### src/design/fgt_pkg.sv
package fgt_pkg;

    // =====================================================================
    // geometry
    // =====================================================================
    localparam int FGT_CELLS       = 4;
    localparam int TILE_DIM        = 2;
    localparam int CELL_INS        = 2;
    localparam int SRC_COUNT       = 7;
    localparam int LOCAL_SRCS      = 5;
    localparam int ZONE_SRCS       = 2;
    localparam int NBR_FANOUT      = 8;
    localparam int MBUS_MAX        = 4;
    localparam int ZONE_DIM        = 10;
    localparam int ZONE_PORT_CELLS = 20;
    localparam int ZONE_CLK_CELLS  = 1;
    localparam int QUADRANTS       = 4;
    localparam int SRC_W           = 3;
    localparam int POS_W           = 4;
    localparam int QUAD_W          = 2;

    typedef logic [SRC_W-1:0]  fgt_src_t;
    typedef logic [POS_W-1:0]  fgt_pos_t;
    typedef logic [QUAD_W-1:0] fgt_quad_t;

    // sources 0..4 local neighbours, 5..6 zone buses, 7 unused
    localparam fgt_src_t SRC_ZONE_BASE = 3'h5;
    localparam fgt_src_t SRC_ZONE_LAST = 3'h6;

    typedef enum logic [1:0] {
        FGT_MODE_BUF,
        FGT_MODE_NAND,
        FGT_MODE_SEC
    } fgt_mode_t;

    typedef enum logic [1:0] {
        FGT_SEC_XOR,
        FGT_SEC_STORE,
        FGT_SEC_OD_OR,
        FGT_SEC_OD_NAND
    } fgt_sec_t;

    // =====================================================================
    // per-position secondary function of the tile
    // =====================================================================
    function automatic fgt_sec_t fgt_sec_of(input int idx);
        unique case (idx)
            0:       fgt_sec_of = FGT_SEC_XOR;
            1:       fgt_sec_of = FGT_SEC_STORE;
            2:       fgt_sec_of = FGT_SEC_OD_OR;
            default: fgt_sec_of = FGT_SEC_OD_NAND;
        endcase
    endfunction : fgt_sec_of

    // =====================================================================
    // timing of the open-drain net
    // =====================================================================
    localparam int CLK_PERIOD_PS   = 10000;
    localparam int PS_PER_NS       = 1000;
    localparam int PU_ONE_RISE_NS  = 40;
    localparam int PU_BOTH_RISE_NS = 20;
    localparam int RISE_CNT_W      = 3;
    localparam logic [RISE_CNT_W-1:0] PU_ONE_RISE_CYC =
        RISE_CNT_W'((PU_ONE_RISE_NS * PS_PER_NS + CLK_PERIOD_PS - 1) / CLK_PERIOD_PS);
    localparam logic [RISE_CNT_W-1:0] PU_BOTH_RISE_CYC =
        RISE_CNT_W'((PU_BOTH_RISE_NS * PS_PER_NS + CLK_PERIOD_PS - 1) / CLK_PERIOD_PS);
    localparam logic [RISE_CNT_W-1:0] RISE_CNT_STEP = 3'h1;

    // =====================================================================
    // reset values
    // =====================================================================
    localparam logic OD_NET_RST   = 1'b1;
    localparam logic STORE_Q_RST  = 1'b0;

endpackage : fgt_pkg

### src/design/fgt_cell.sv
`timescale 1ns/10ps
module fgt_cell #(
    parameter fgt_pkg::fgt_sec_t SEC_KIND = fgt_pkg::FGT_SEC_XOR
) (
    input  wire logic [fgt_pkg::LOCAL_SRCS-1:0]           local_src,
    input  wire logic [fgt_pkg::ZONE_SRCS-1:0]            zone_src,
    input  wire logic [fgt_pkg::CELL_INS-1:0][fgt_pkg::SRC_W-1:0] src_sel,
    input  wire logic [fgt_pkg::CELL_INS-1:0]             inverter_element,
    input  wire fgt_pkg::fgt_mode_t                       mode,
    input  wire logic                                     store_q,
    output logic      [fgt_pkg::CELL_INS-1:0]             in_eff,
    output logic                                          y,
    output logic                                          pull_low
);
    import fgt_pkg::*;

    logic [SRC_COUNT-1:0] srcs;

    assign srcs = {zone_src, local_src};

    // =====================================================================
    // input selection and inversion
    // =====================================================================
    always_comb begin
        for (int k = 0; k < CELL_INS; k++) begin
            if (src_sel[k] <= SRC_ZONE_LAST) begin
                in_eff[k] = srcs[src_sel[k]] ^ inverter_element[k];
            end else begin
                in_eff[k] = inverter_element[k];
            end
        end
    end

    // =====================================================================
    // cell state
    // =====================================================================
    always_comb begin
        y        = in_eff[0];
        pull_low = 1'b0;
        unique case (mode)
            FGT_MODE_BUF:  y = in_eff[0];
            FGT_MODE_NAND: y = ~(in_eff[0] & in_eff[1]);
            FGT_MODE_SEC: begin
                unique case (SEC_KIND)
                    FGT_SEC_XOR:     y = in_eff[0] ^ in_eff[1];
                    FGT_SEC_STORE:   y = store_q;
                    FGT_SEC_OD_OR: begin
                        pull_low = ~(in_eff[0] | in_eff[1]);
                        y        = ~pull_low;
                    end
                    FGT_SEC_OD_NAND: begin
                        pull_low = in_eff[0] & in_eff[1];
                        y        = ~pull_low;
                    end
                endcase
            end
            default: y = in_eff[0];
        endcase
    end

endmodule : fgt_cell

### src/design/fgt_store.sv
`timescale 1ns/10ps
module fgt_store (
    input  wire logic clk_sys,
    input  wire logic arst_n,
    input  wire logic d,
    input  wire logic ce,
    input  wire logic ck_pulse,
    input  wire logic ck_level,
    input  wire logic latch_mode,
    input  wire logic sr_assert,
    input  wire logic sr_is_set,
    output logic      q
);
    import fgt_pkg::*;

    typedef struct packed {
        logic q;
    } fgt_store_st_t;

    fgt_store_st_t st_ff;
    fgt_store_st_t nxt_st;

    // =====================================================================
    // flip-flop or latch, clock enable, set or reset priority
    // =====================================================================
    always_comb begin
        nxt_st = st_ff;
        if (sr_assert) begin
            nxt_st.q = sr_is_set;
        end else if (ce && latch_mode && ck_level) begin
            nxt_st.q = d;
        end else if (ce && !latch_mode && ck_pulse) begin
            nxt_st.q = d;
        end
    end

    always_ff @(posedge clk_sys or negedge arst_n) begin
        if (!arst_n) begin
            st_ff.q <= STORE_Q_RST;
        end else begin
            st_ff <= nxt_st;
        end
    end

    assign q = st_ff.q;

endmodule : fgt_store

### src/design/fgt_tile.sv
`timescale 1ns/10ps
module fgt_tile #(
    parameter fgt_pkg::fgt_pos_t  TILE_COL  = 4'h0,
    parameter fgt_pkg::fgt_pos_t  TILE_ROW  = 4'h0,
    parameter fgt_pkg::fgt_quad_t TILE_QUAD = 2'h0
) (
    input  wire logic                                                         clk_sys,
    input  wire logic                                                         arst_n,
    input  wire logic                                                         cfg_wr,
    input  wire logic [fgt_pkg::FGT_CELLS-1:0][fgt_pkg::CELL_INS-1:0][fgt_pkg::SRC_W-1:0] cfg_src_sel,
    input  wire logic [fgt_pkg::FGT_CELLS-1:0][fgt_pkg::CELL_INS-1:0]         cfg_inv,
    input  wire logic [fgt_pkg::FGT_CELLS-1:0][1:0]                           cfg_mode,
    input  wire logic [fgt_pkg::FGT_CELLS-1:0][fgt_pkg::MBUS_MAX-1:0]         cfg_mbus_en,
    input  wire logic                                                         cfg_store_latch,
    input  wire logic                                                         cfg_store_set,
    input  wire logic                                                         cfg_pull_both,
    input  wire logic [fgt_pkg::FGT_CELLS-1:0][fgt_pkg::LOCAL_SRCS-1:0]       local_in,
    input  wire logic [fgt_pkg::FGT_CELLS-1:0][fgt_pkg::ZONE_SRCS-1:0]        zone_in,
    input  wire logic                                                         ck_net_pulse,
    input  wire logic                                                         ck_net_level,
    input  wire logic                                                         store_ce,
    input  wire logic                                                         sr_net,
    input  wire logic                                                         od_ext_low,
    output logic      [fgt_pkg::FGT_CELLS-1:0]                                cell_out,
    output logic      [fgt_pkg::FGT_CELLS-1:0][fgt_pkg::NBR_FANOUT-1:0]       nbr_out,
    output logic      [fgt_pkg::FGT_CELLS-1:0][fgt_pkg::MBUS_MAX-1:0]         mbus_val,
    output logic      [fgt_pkg::FGT_CELLS-1:0][fgt_pkg::MBUS_MAX-1:0]         mbus_drv,
    output logic                                                              od_pull_low,
    output logic                                                              od_net,
    output logic      [fgt_pkg::POS_W-1:0]                                    od_bus_col,
    output logic      [fgt_pkg::POS_W-1:0]                                    tile_row_pos,
    output logic      [fgt_pkg::QUAD_W-1:0]                                   tile_quad
);
    import fgt_pkg::*;

    // =====================================================================
    // state
    // =====================================================================
    typedef struct packed {
        logic [FGT_CELLS-1:0][CELL_INS-1:0][SRC_W-1:0] src_sel;
        logic [FGT_CELLS-1:0][CELL_INS-1:0]            inverter_element;
        logic [FGT_CELLS-1:0][1:0]                     mode;
        logic [FGT_CELLS-1:0][MBUS_MAX-1:0]            mbus_en;
        logic                                          store_latch;
        logic                                          store_set;
        logic                                          pull_both;
        logic [FGT_CELLS-1:0]                          cell_out;
        logic [FGT_CELLS-1:0][NBR_FANOUT-1:0]          nbr_out;
        logic [FGT_CELLS-1:0][MBUS_MAX-1:0]            mbus_val;
        logic [FGT_CELLS-1:0][MBUS_MAX-1:0]            mbus_drv;
        logic                                          od_pull_low;
        logic                                          od_net;
        logic [RISE_CNT_W-1:0]                         rise_cnt;
        logic [POS_W-1:0]                              od_bus_col;
        logic [POS_W-1:0]                              row_pos;
        logic [QUAD_W-1:0]                             quad;
    } fgt_tile_st_t;

    fgt_tile_st_t st_ff;
    fgt_tile_st_t nxt_st;

    logic [FGT_CELLS-1:0]                cell_y;
    logic [FGT_CELLS-1:0]                cell_pd;
    logic [FGT_CELLS-1:0][CELL_INS-1:0]  cell_in;
    logic                                store_q;
    logic                                pull_low_any;
    logic [RISE_CNT_W-1:0]               rise_target;

    // =====================================================================
    // the four cells of the tile
    // =====================================================================
    genvar gi;
    generate
        for (gi = 0; gi < FGT_CELLS; gi++) begin : g_cell
            fgt_cell #(
                .SEC_KIND (fgt_sec_of(gi))
            ) u_cell (
                .local_src (local_in[gi]),
                .zone_src  (zone_in[gi]),
                .src_sel   (st_ff.src_sel[gi]),
                .inverter_element       (st_ff.inverter_element[gi]),
                .mode      (fgt_mode_t'(st_ff.mode[gi])),
                .store_q   (store_q),
                .in_eff    (cell_in[gi]),
                .y         (cell_y[gi]),
                .pull_low  (cell_pd[gi])
            );
        end
    endgenerate

    // =====================================================================
    // storage element on the tile's storage position
    // =====================================================================
    localparam int STORE_IDX = 1;

    fgt_store u_store (
        .clk_sys    (clk_sys),
        .arst_n     (arst_n),
        .d          (cell_in[STORE_IDX][0]),
        .ce         (store_ce & cell_in[STORE_IDX][1]),
        .ck_pulse   (ck_net_pulse),
        .ck_level   (ck_net_level),
        .latch_mode (st_ff.store_latch),
        .sr_assert  (sr_net),
        .sr_is_set  (st_ff.store_set),
        .q          (store_q)
    );

    // =====================================================================
    // wired-OR net with pull-up
    // =====================================================================
    always_comb begin
        pull_low_any = od_ext_low;
        for (int c = 0; c < FGT_CELLS; c++) begin
            pull_low_any = pull_low_any | cell_pd[c];
        end
        rise_target = st_ff.pull_both ? PU_BOTH_RISE_CYC : PU_ONE_RISE_CYC;
    end

    // =====================================================================
    // next state
    // =====================================================================
    always_comb begin
        nxt_st = st_ff;

        // configuration only changes on a load strobe
        if (cfg_wr) begin
            nxt_st.src_sel     = cfg_src_sel;
            nxt_st.inverter_element         = cfg_inv;
            nxt_st.mode        = cfg_mode;
            nxt_st.mbus_en     = cfg_mbus_en;
            nxt_st.store_latch = cfg_store_latch;
            nxt_st.store_set   = cfg_store_set;
            nxt_st.pull_both   = cfg_pull_both;
        end

        for (int c = 0; c < FGT_CELLS; c++) begin
            nxt_st.cell_out[c] = cell_y[c];
            nxt_st.nbr_out[c]  = {NBR_FANOUT{cell_y[c]}};
            for (int b = 0; b < MBUS_MAX; b++) begin
                // driven only when granted: value is zero when not granted
                nxt_st.mbus_drv[c][b] = st_ff.mbus_en[c][b];
                nxt_st.mbus_val[c][b] = st_ff.mbus_en[c][b] & cell_y[c];
            end
        end

        nxt_st.od_pull_low = |cell_pd;
        if (pull_low_any) begin
            nxt_st.od_net   = 1'b0;
            nxt_st.rise_cnt = '0;
        end else if (!st_ff.od_net) begin
            if (st_ff.rise_cnt + RISE_CNT_STEP >= rise_target) begin
                nxt_st.od_net   = 1'b1;
                nxt_st.rise_cnt = '0;
            end else begin
                nxt_st.rise_cnt = st_ff.rise_cnt + RISE_CNT_STEP;
            end
        end

        nxt_st.od_bus_col = TILE_COL;
        nxt_st.row_pos    = TILE_ROW;
        nxt_st.quad       = TILE_QUAD;
    end

    // =====================================================================
    // registers
    // =====================================================================
    always_ff @(posedge clk_sys or negedge arst_n) begin
        if (!arst_n) begin
            st_ff        <= '0;
            st_ff.od_net <= OD_NET_RST;
        end else begin
            st_ff <= nxt_st;
        end
    end

    // =====================================================================
    // outputs
    // =====================================================================
    assign cell_out     = st_ff.cell_out;
    assign nbr_out      = st_ff.nbr_out;
    assign mbus_val     = st_ff.mbus_val;
    assign mbus_drv     = st_ff.mbus_drv;
    assign od_pull_low  = st_ff.od_pull_low;
    assign od_net       = st_ff.od_net;
    assign od_bus_col   = st_ff.od_bus_col;
    assign tile_row_pos = st_ff.row_pos;
    assign tile_quad    = st_ff.quad;

endmodule : fgt_tile

### config.mk
export PLATFORM = sky130hd
export DESIGN_NAME = fgt_tile
export DESIGN_NICKNAME = d
export VERILOG_FILES = /design/src/design/fgt_pkg.sv /design/src/design/fgt_cell.sv /design/src/design/fgt_store.sv /design/src/design/fgt_tile.sv
export SDC_FILE = /design/constraint.sdc
export NUM_CORES = 1
export LEC_CHECK = 0
export BUFFER_PORTS_ARGS = -buffer_cell sky130_fd_sc_hd__clkbuf_2
export CAP_MARGIN = 20
export CORE_AREA = 2 2 116 118
export CTS_BUF_LIST = sky130_fd_sc_hd__clkbuf_16
export CTS_CLUSTER_SIZE = 28
export DETAILED_ROUTE_END_ITERATION = 16
export DIE_AREA = 0 0 118 120
export HOLD_SLACK_MARGIN = 0.05
export SYNTH_ARGS = -nofsm -noshare
export SYNTH_HDL_FRONTEND = slang
export SYNTH_HIERARCHICAL = 1
export SYNTH_SLANG_ARGS = --single-unit
### constraint.sdc
create_clock -name clk_sys -period 2.8 [get_ports clk_sys]
set_input_delay 0.28 -clock clk_sys [delete_from_list [all_inputs] [get_ports clk_sys]]
set_output_delay 0.28 -clock clk_sys [all_outputs]
set_load 0.005 [all_outputs]
==> impl_results.md <==
- Register area share after synthesis: 50.2%
- Via density: 4.50
- Grt ovf: 0
- Critical path depth: 7
- PD cells: 663 nW/um2
- First-pass DRT Iterations: 4
- Layout Skew: 0.00814 ns
- Worst hold endpoint: u_store/q
- Reg power frac: 46.6%
- P_int: 0.00281 W
- Total GRT Usage: 13.7%
- CP bufs+invs: 0
- Fin. Hold Viols: 0
- Peak Freq: 0.421 GHz
- Maxcap violations: 0
- RePlAce Congestion: 0.763
- Final setup TNS: 0 ns
- Initial Utilization: 38.8%
- Clock Sinks: 101
- Psw: 0.00103 W
- Mapped Cells: 388
- RSZ-0062 raised after global routing: no
- PortBufs: 164
- CP Data Required Time: 3.06 ns
- Clock Pin Slew Worst Setup and Hold Paths: 0.07 ns
- Wirelength, routed: 9140 um
- Drt wl/cell: 13.7 um
- Yosys reg bits: 101
- Clk network pwr share: 31.3%
- First-pass GRT wire length: 15000 um
- Commonest register cell after synthesis: dfrtp_1
- Setup Buffers After CTS: 0
- Setup Crit Path Kind: flop to flop
- Ratio of cells with drive above 1 in the final layout: 52.2%
- Tightest Hold Check Type: input port to flop
- Die area: 14200 um2
- Hold_buf cts: 1
- Slew HR: 44.7%
- Clock Latency Late Sink: 0.35 ns
- Crit path cell chain: nand2b_1, mux4_2, xnor2_4, nor3b_1, or4_4, or2_4, a31oi_1
- Synth warn: 6
- Status: complete, no violations
- Ports: 175
- Nets@finish: 595
- Final Cycle Share: 84.8%
- Post-CTS Resized: 0
- Clock Path Buffers: 2
- Chip height: 120 um
- R2R Setup Slk: 0.43 ns
- Switching part of the total power: 26.8%
- Largest net degree at the start of global routing: 60
- Critical path's slowest cell: mux4_2
- Lkg Pwr: 2.87 nW
- Synth cell types: 52
- Comb pwr share: 22.1%
- Die Span X: 118 um
- H-tree Lvls: 3
- Synth-to-Final Area Change: 15.0%
- Core area: 13000 um2
- Worst VDD drop: 255 uV
- Slew Limit Fails: 0
- Final min period: 2.37 ns
- Worst EP arrival: 2.64 ns
- Worst setup SP type: flop
- Largest stage delay, worst path: 0.53 ns
- Placed wire-length estimate: 6870 um
- Via count: 3003
- Final setup margin: 0.425 ns
- Cell family with most CP delay: simple AND/OR/NAND/NOR gates
- R2r worst-path depth: 7
- Final Setup Violations: 0
- Detailed Route Iter0 Violations: 112
- Tightest Pin Transition: 0.829 ns
- Min-Delay Path Depth: 2
- Row cnt: 42
- Initial antenna violation count: 0
- Pre-CTS WS: 0.443 ns
- CTS tree: built
- Share of flip-flops with an asynchronous set or reset: 100%
- Antenna viol nets, final: 0
- EDFF count, synth: 0
- CTS Buf Count: 9
- Vias in the first global route: 3031
- ANT cells: 0
- DRC viols: 0
- Hold Startpoint: sr_net
- Critical Path Sink Type: flop
- Reg-to-reg endpoint: st_ff[12]
- Reg-to-Reg Start: st_ff[133]
- Root Buffer: clkbuf_16
- Avg Cell Area, Syn: 13.0 um2
- Crit Path Max Fanout: 5
- Post-synth design cell area: 5030 um2
==> final cells by class <==
type	instances	area [um2]
Clock buffer	9	225
Multi-Input combinational cell	195	1850
Timing Repair Buffer	168	856
Fill cell	1240	7190
Tap cell	176	220
Sequential cell	101	2530
Inverter	14	52.6
Clock inverter	5	53.8
==> cell families after synthesis <==
group	after synthesis	synth area share (%)
AOI/OAI and AO/OA	28	3.93
xor gates and xnor gates	8	2.44
muxes	87	20.7
adders and majority gates	11	2.73
buffers and inverters	101	13.6
and+or+nand+nor	49	6.07
DFF	101	50.2
other	3	0.224
==> cells in the mapped netlist, types with 3 or more instances <==
cell	number	area share, %
mux2_2	59	13
buf_2	6	0.60
nand2b_1	5	0.62
inv_1	14	1.0
conb_1	3	0.22
mux4_2	6	2.7
and2_1	17	2.1
nand2_1	7	0.52
mux2i_1	18	3.6
xnor2_1	3	0.52
buf_4	80	12
ha_1	11	2.7
dfrtp_1	100	50
o21ai_0	4	0.40
nor2_1	3	0.22
a21oi_1	6	0.60
==> sequential cells by signal (all words and copies together) (netlist names) <==
register and flops:
od_net 1, od_pull_low 1, u_store/q 1, mbus_val 16
nxt_st 16, st_ff 46, mbus_drv 16, cell_out 4
==> worst max-delay path by stage <==
| stage | to | startpoint | slack, ns |
|---|---|---|---|
| final | st_ff[12] | st_ff[133] | 0.43 |
| after floorplan | st_ff[12] | st_ff[131] | 0.57 |
| after global routing | st_ff[12] | st_ff[136] | 0.33 |
| after detailed placement | st_ff[12] | st_ff[133] | 0.44 |
| after global placement | st_ff[12] | st_ff[131] | 0.53 |
| after CTS | st_ff[12] | st_ff[133] | 0.41 |
==> power by group through the flow <==
stage               clock network [W]  logic (W)  registers [W]
detailed placement                  0   0.000865        0.00182
CTS                           0.00125   0.000870        0.00179
floorplan                           0   0.000816        0.00179
finish                        0.00120   0.000847        0.00179
global route                  0.00130   0.000943        0.00182
global placement                    0   0.000854        0.00181
==> placed cells by master (no fill, tap or decap), types with 6 or more instances in the layout <==
cell type	synthesis	layout
clkbuf_16	0	9
nand2_1	7	7
mux4_2	6	6
ha_1	11	11
conb_1	3	12
and2_1	17	17
mux2i_1	18	18
dfrtp_1	100	100
mux2_2	59	59
inv_1	14	14
clkbuf_2	0	163
a21oi_1	6	6
==> routing by layer <==
metal | GRT usage, % | up-vias | part of all wire, %
li1 | - | 1438 | -
met1 | 16.1 | 1442 | 42
met2 | 22.7 | 112 | 50
met3 | 4.28 | 11 | 6.4
met4 | 6.85 | 0 | 2.0
met5 | 0 | - | 0
==> stage by stage <==
| stage | instances | power, W | cell area, um2 | utilization (%) | hold slack (ns) |
|---|---|---|---|---|---|
| 2_1_floorplan | 397 | 0.00260 | 5070 | - | -0.0156 |
| 3_3_place_gp | 653 | 0.00266 | 5500 | 42.4 | 0.371 |
| 3_5_place_dp | 653 | 0.00269 | 5500 | 42.4 | 0.374 |
| 4_1_cts | 668 | 0.00392 | 5790 | 44.6 | 0.118 |
| 5_1_grt | 668 | 0.00407 | 5790 | 44.6 | 0.120 |
| 6_report | 668 | 0.00384 | 5790 | 44.6 | 0.128 |
==> worst register-to-register path, cell delays in order, from the launching register on <==
cell and delay, ns:
dfrtp_1 0.45, nand2b_1 0.18, mux4_2 0.53, xnor2_4 0.18, nor3b_1 0.07, or4_4 0.48, or2_4 0.26, a31oi_1 0.14
Power figures use the tool's default switching activity.
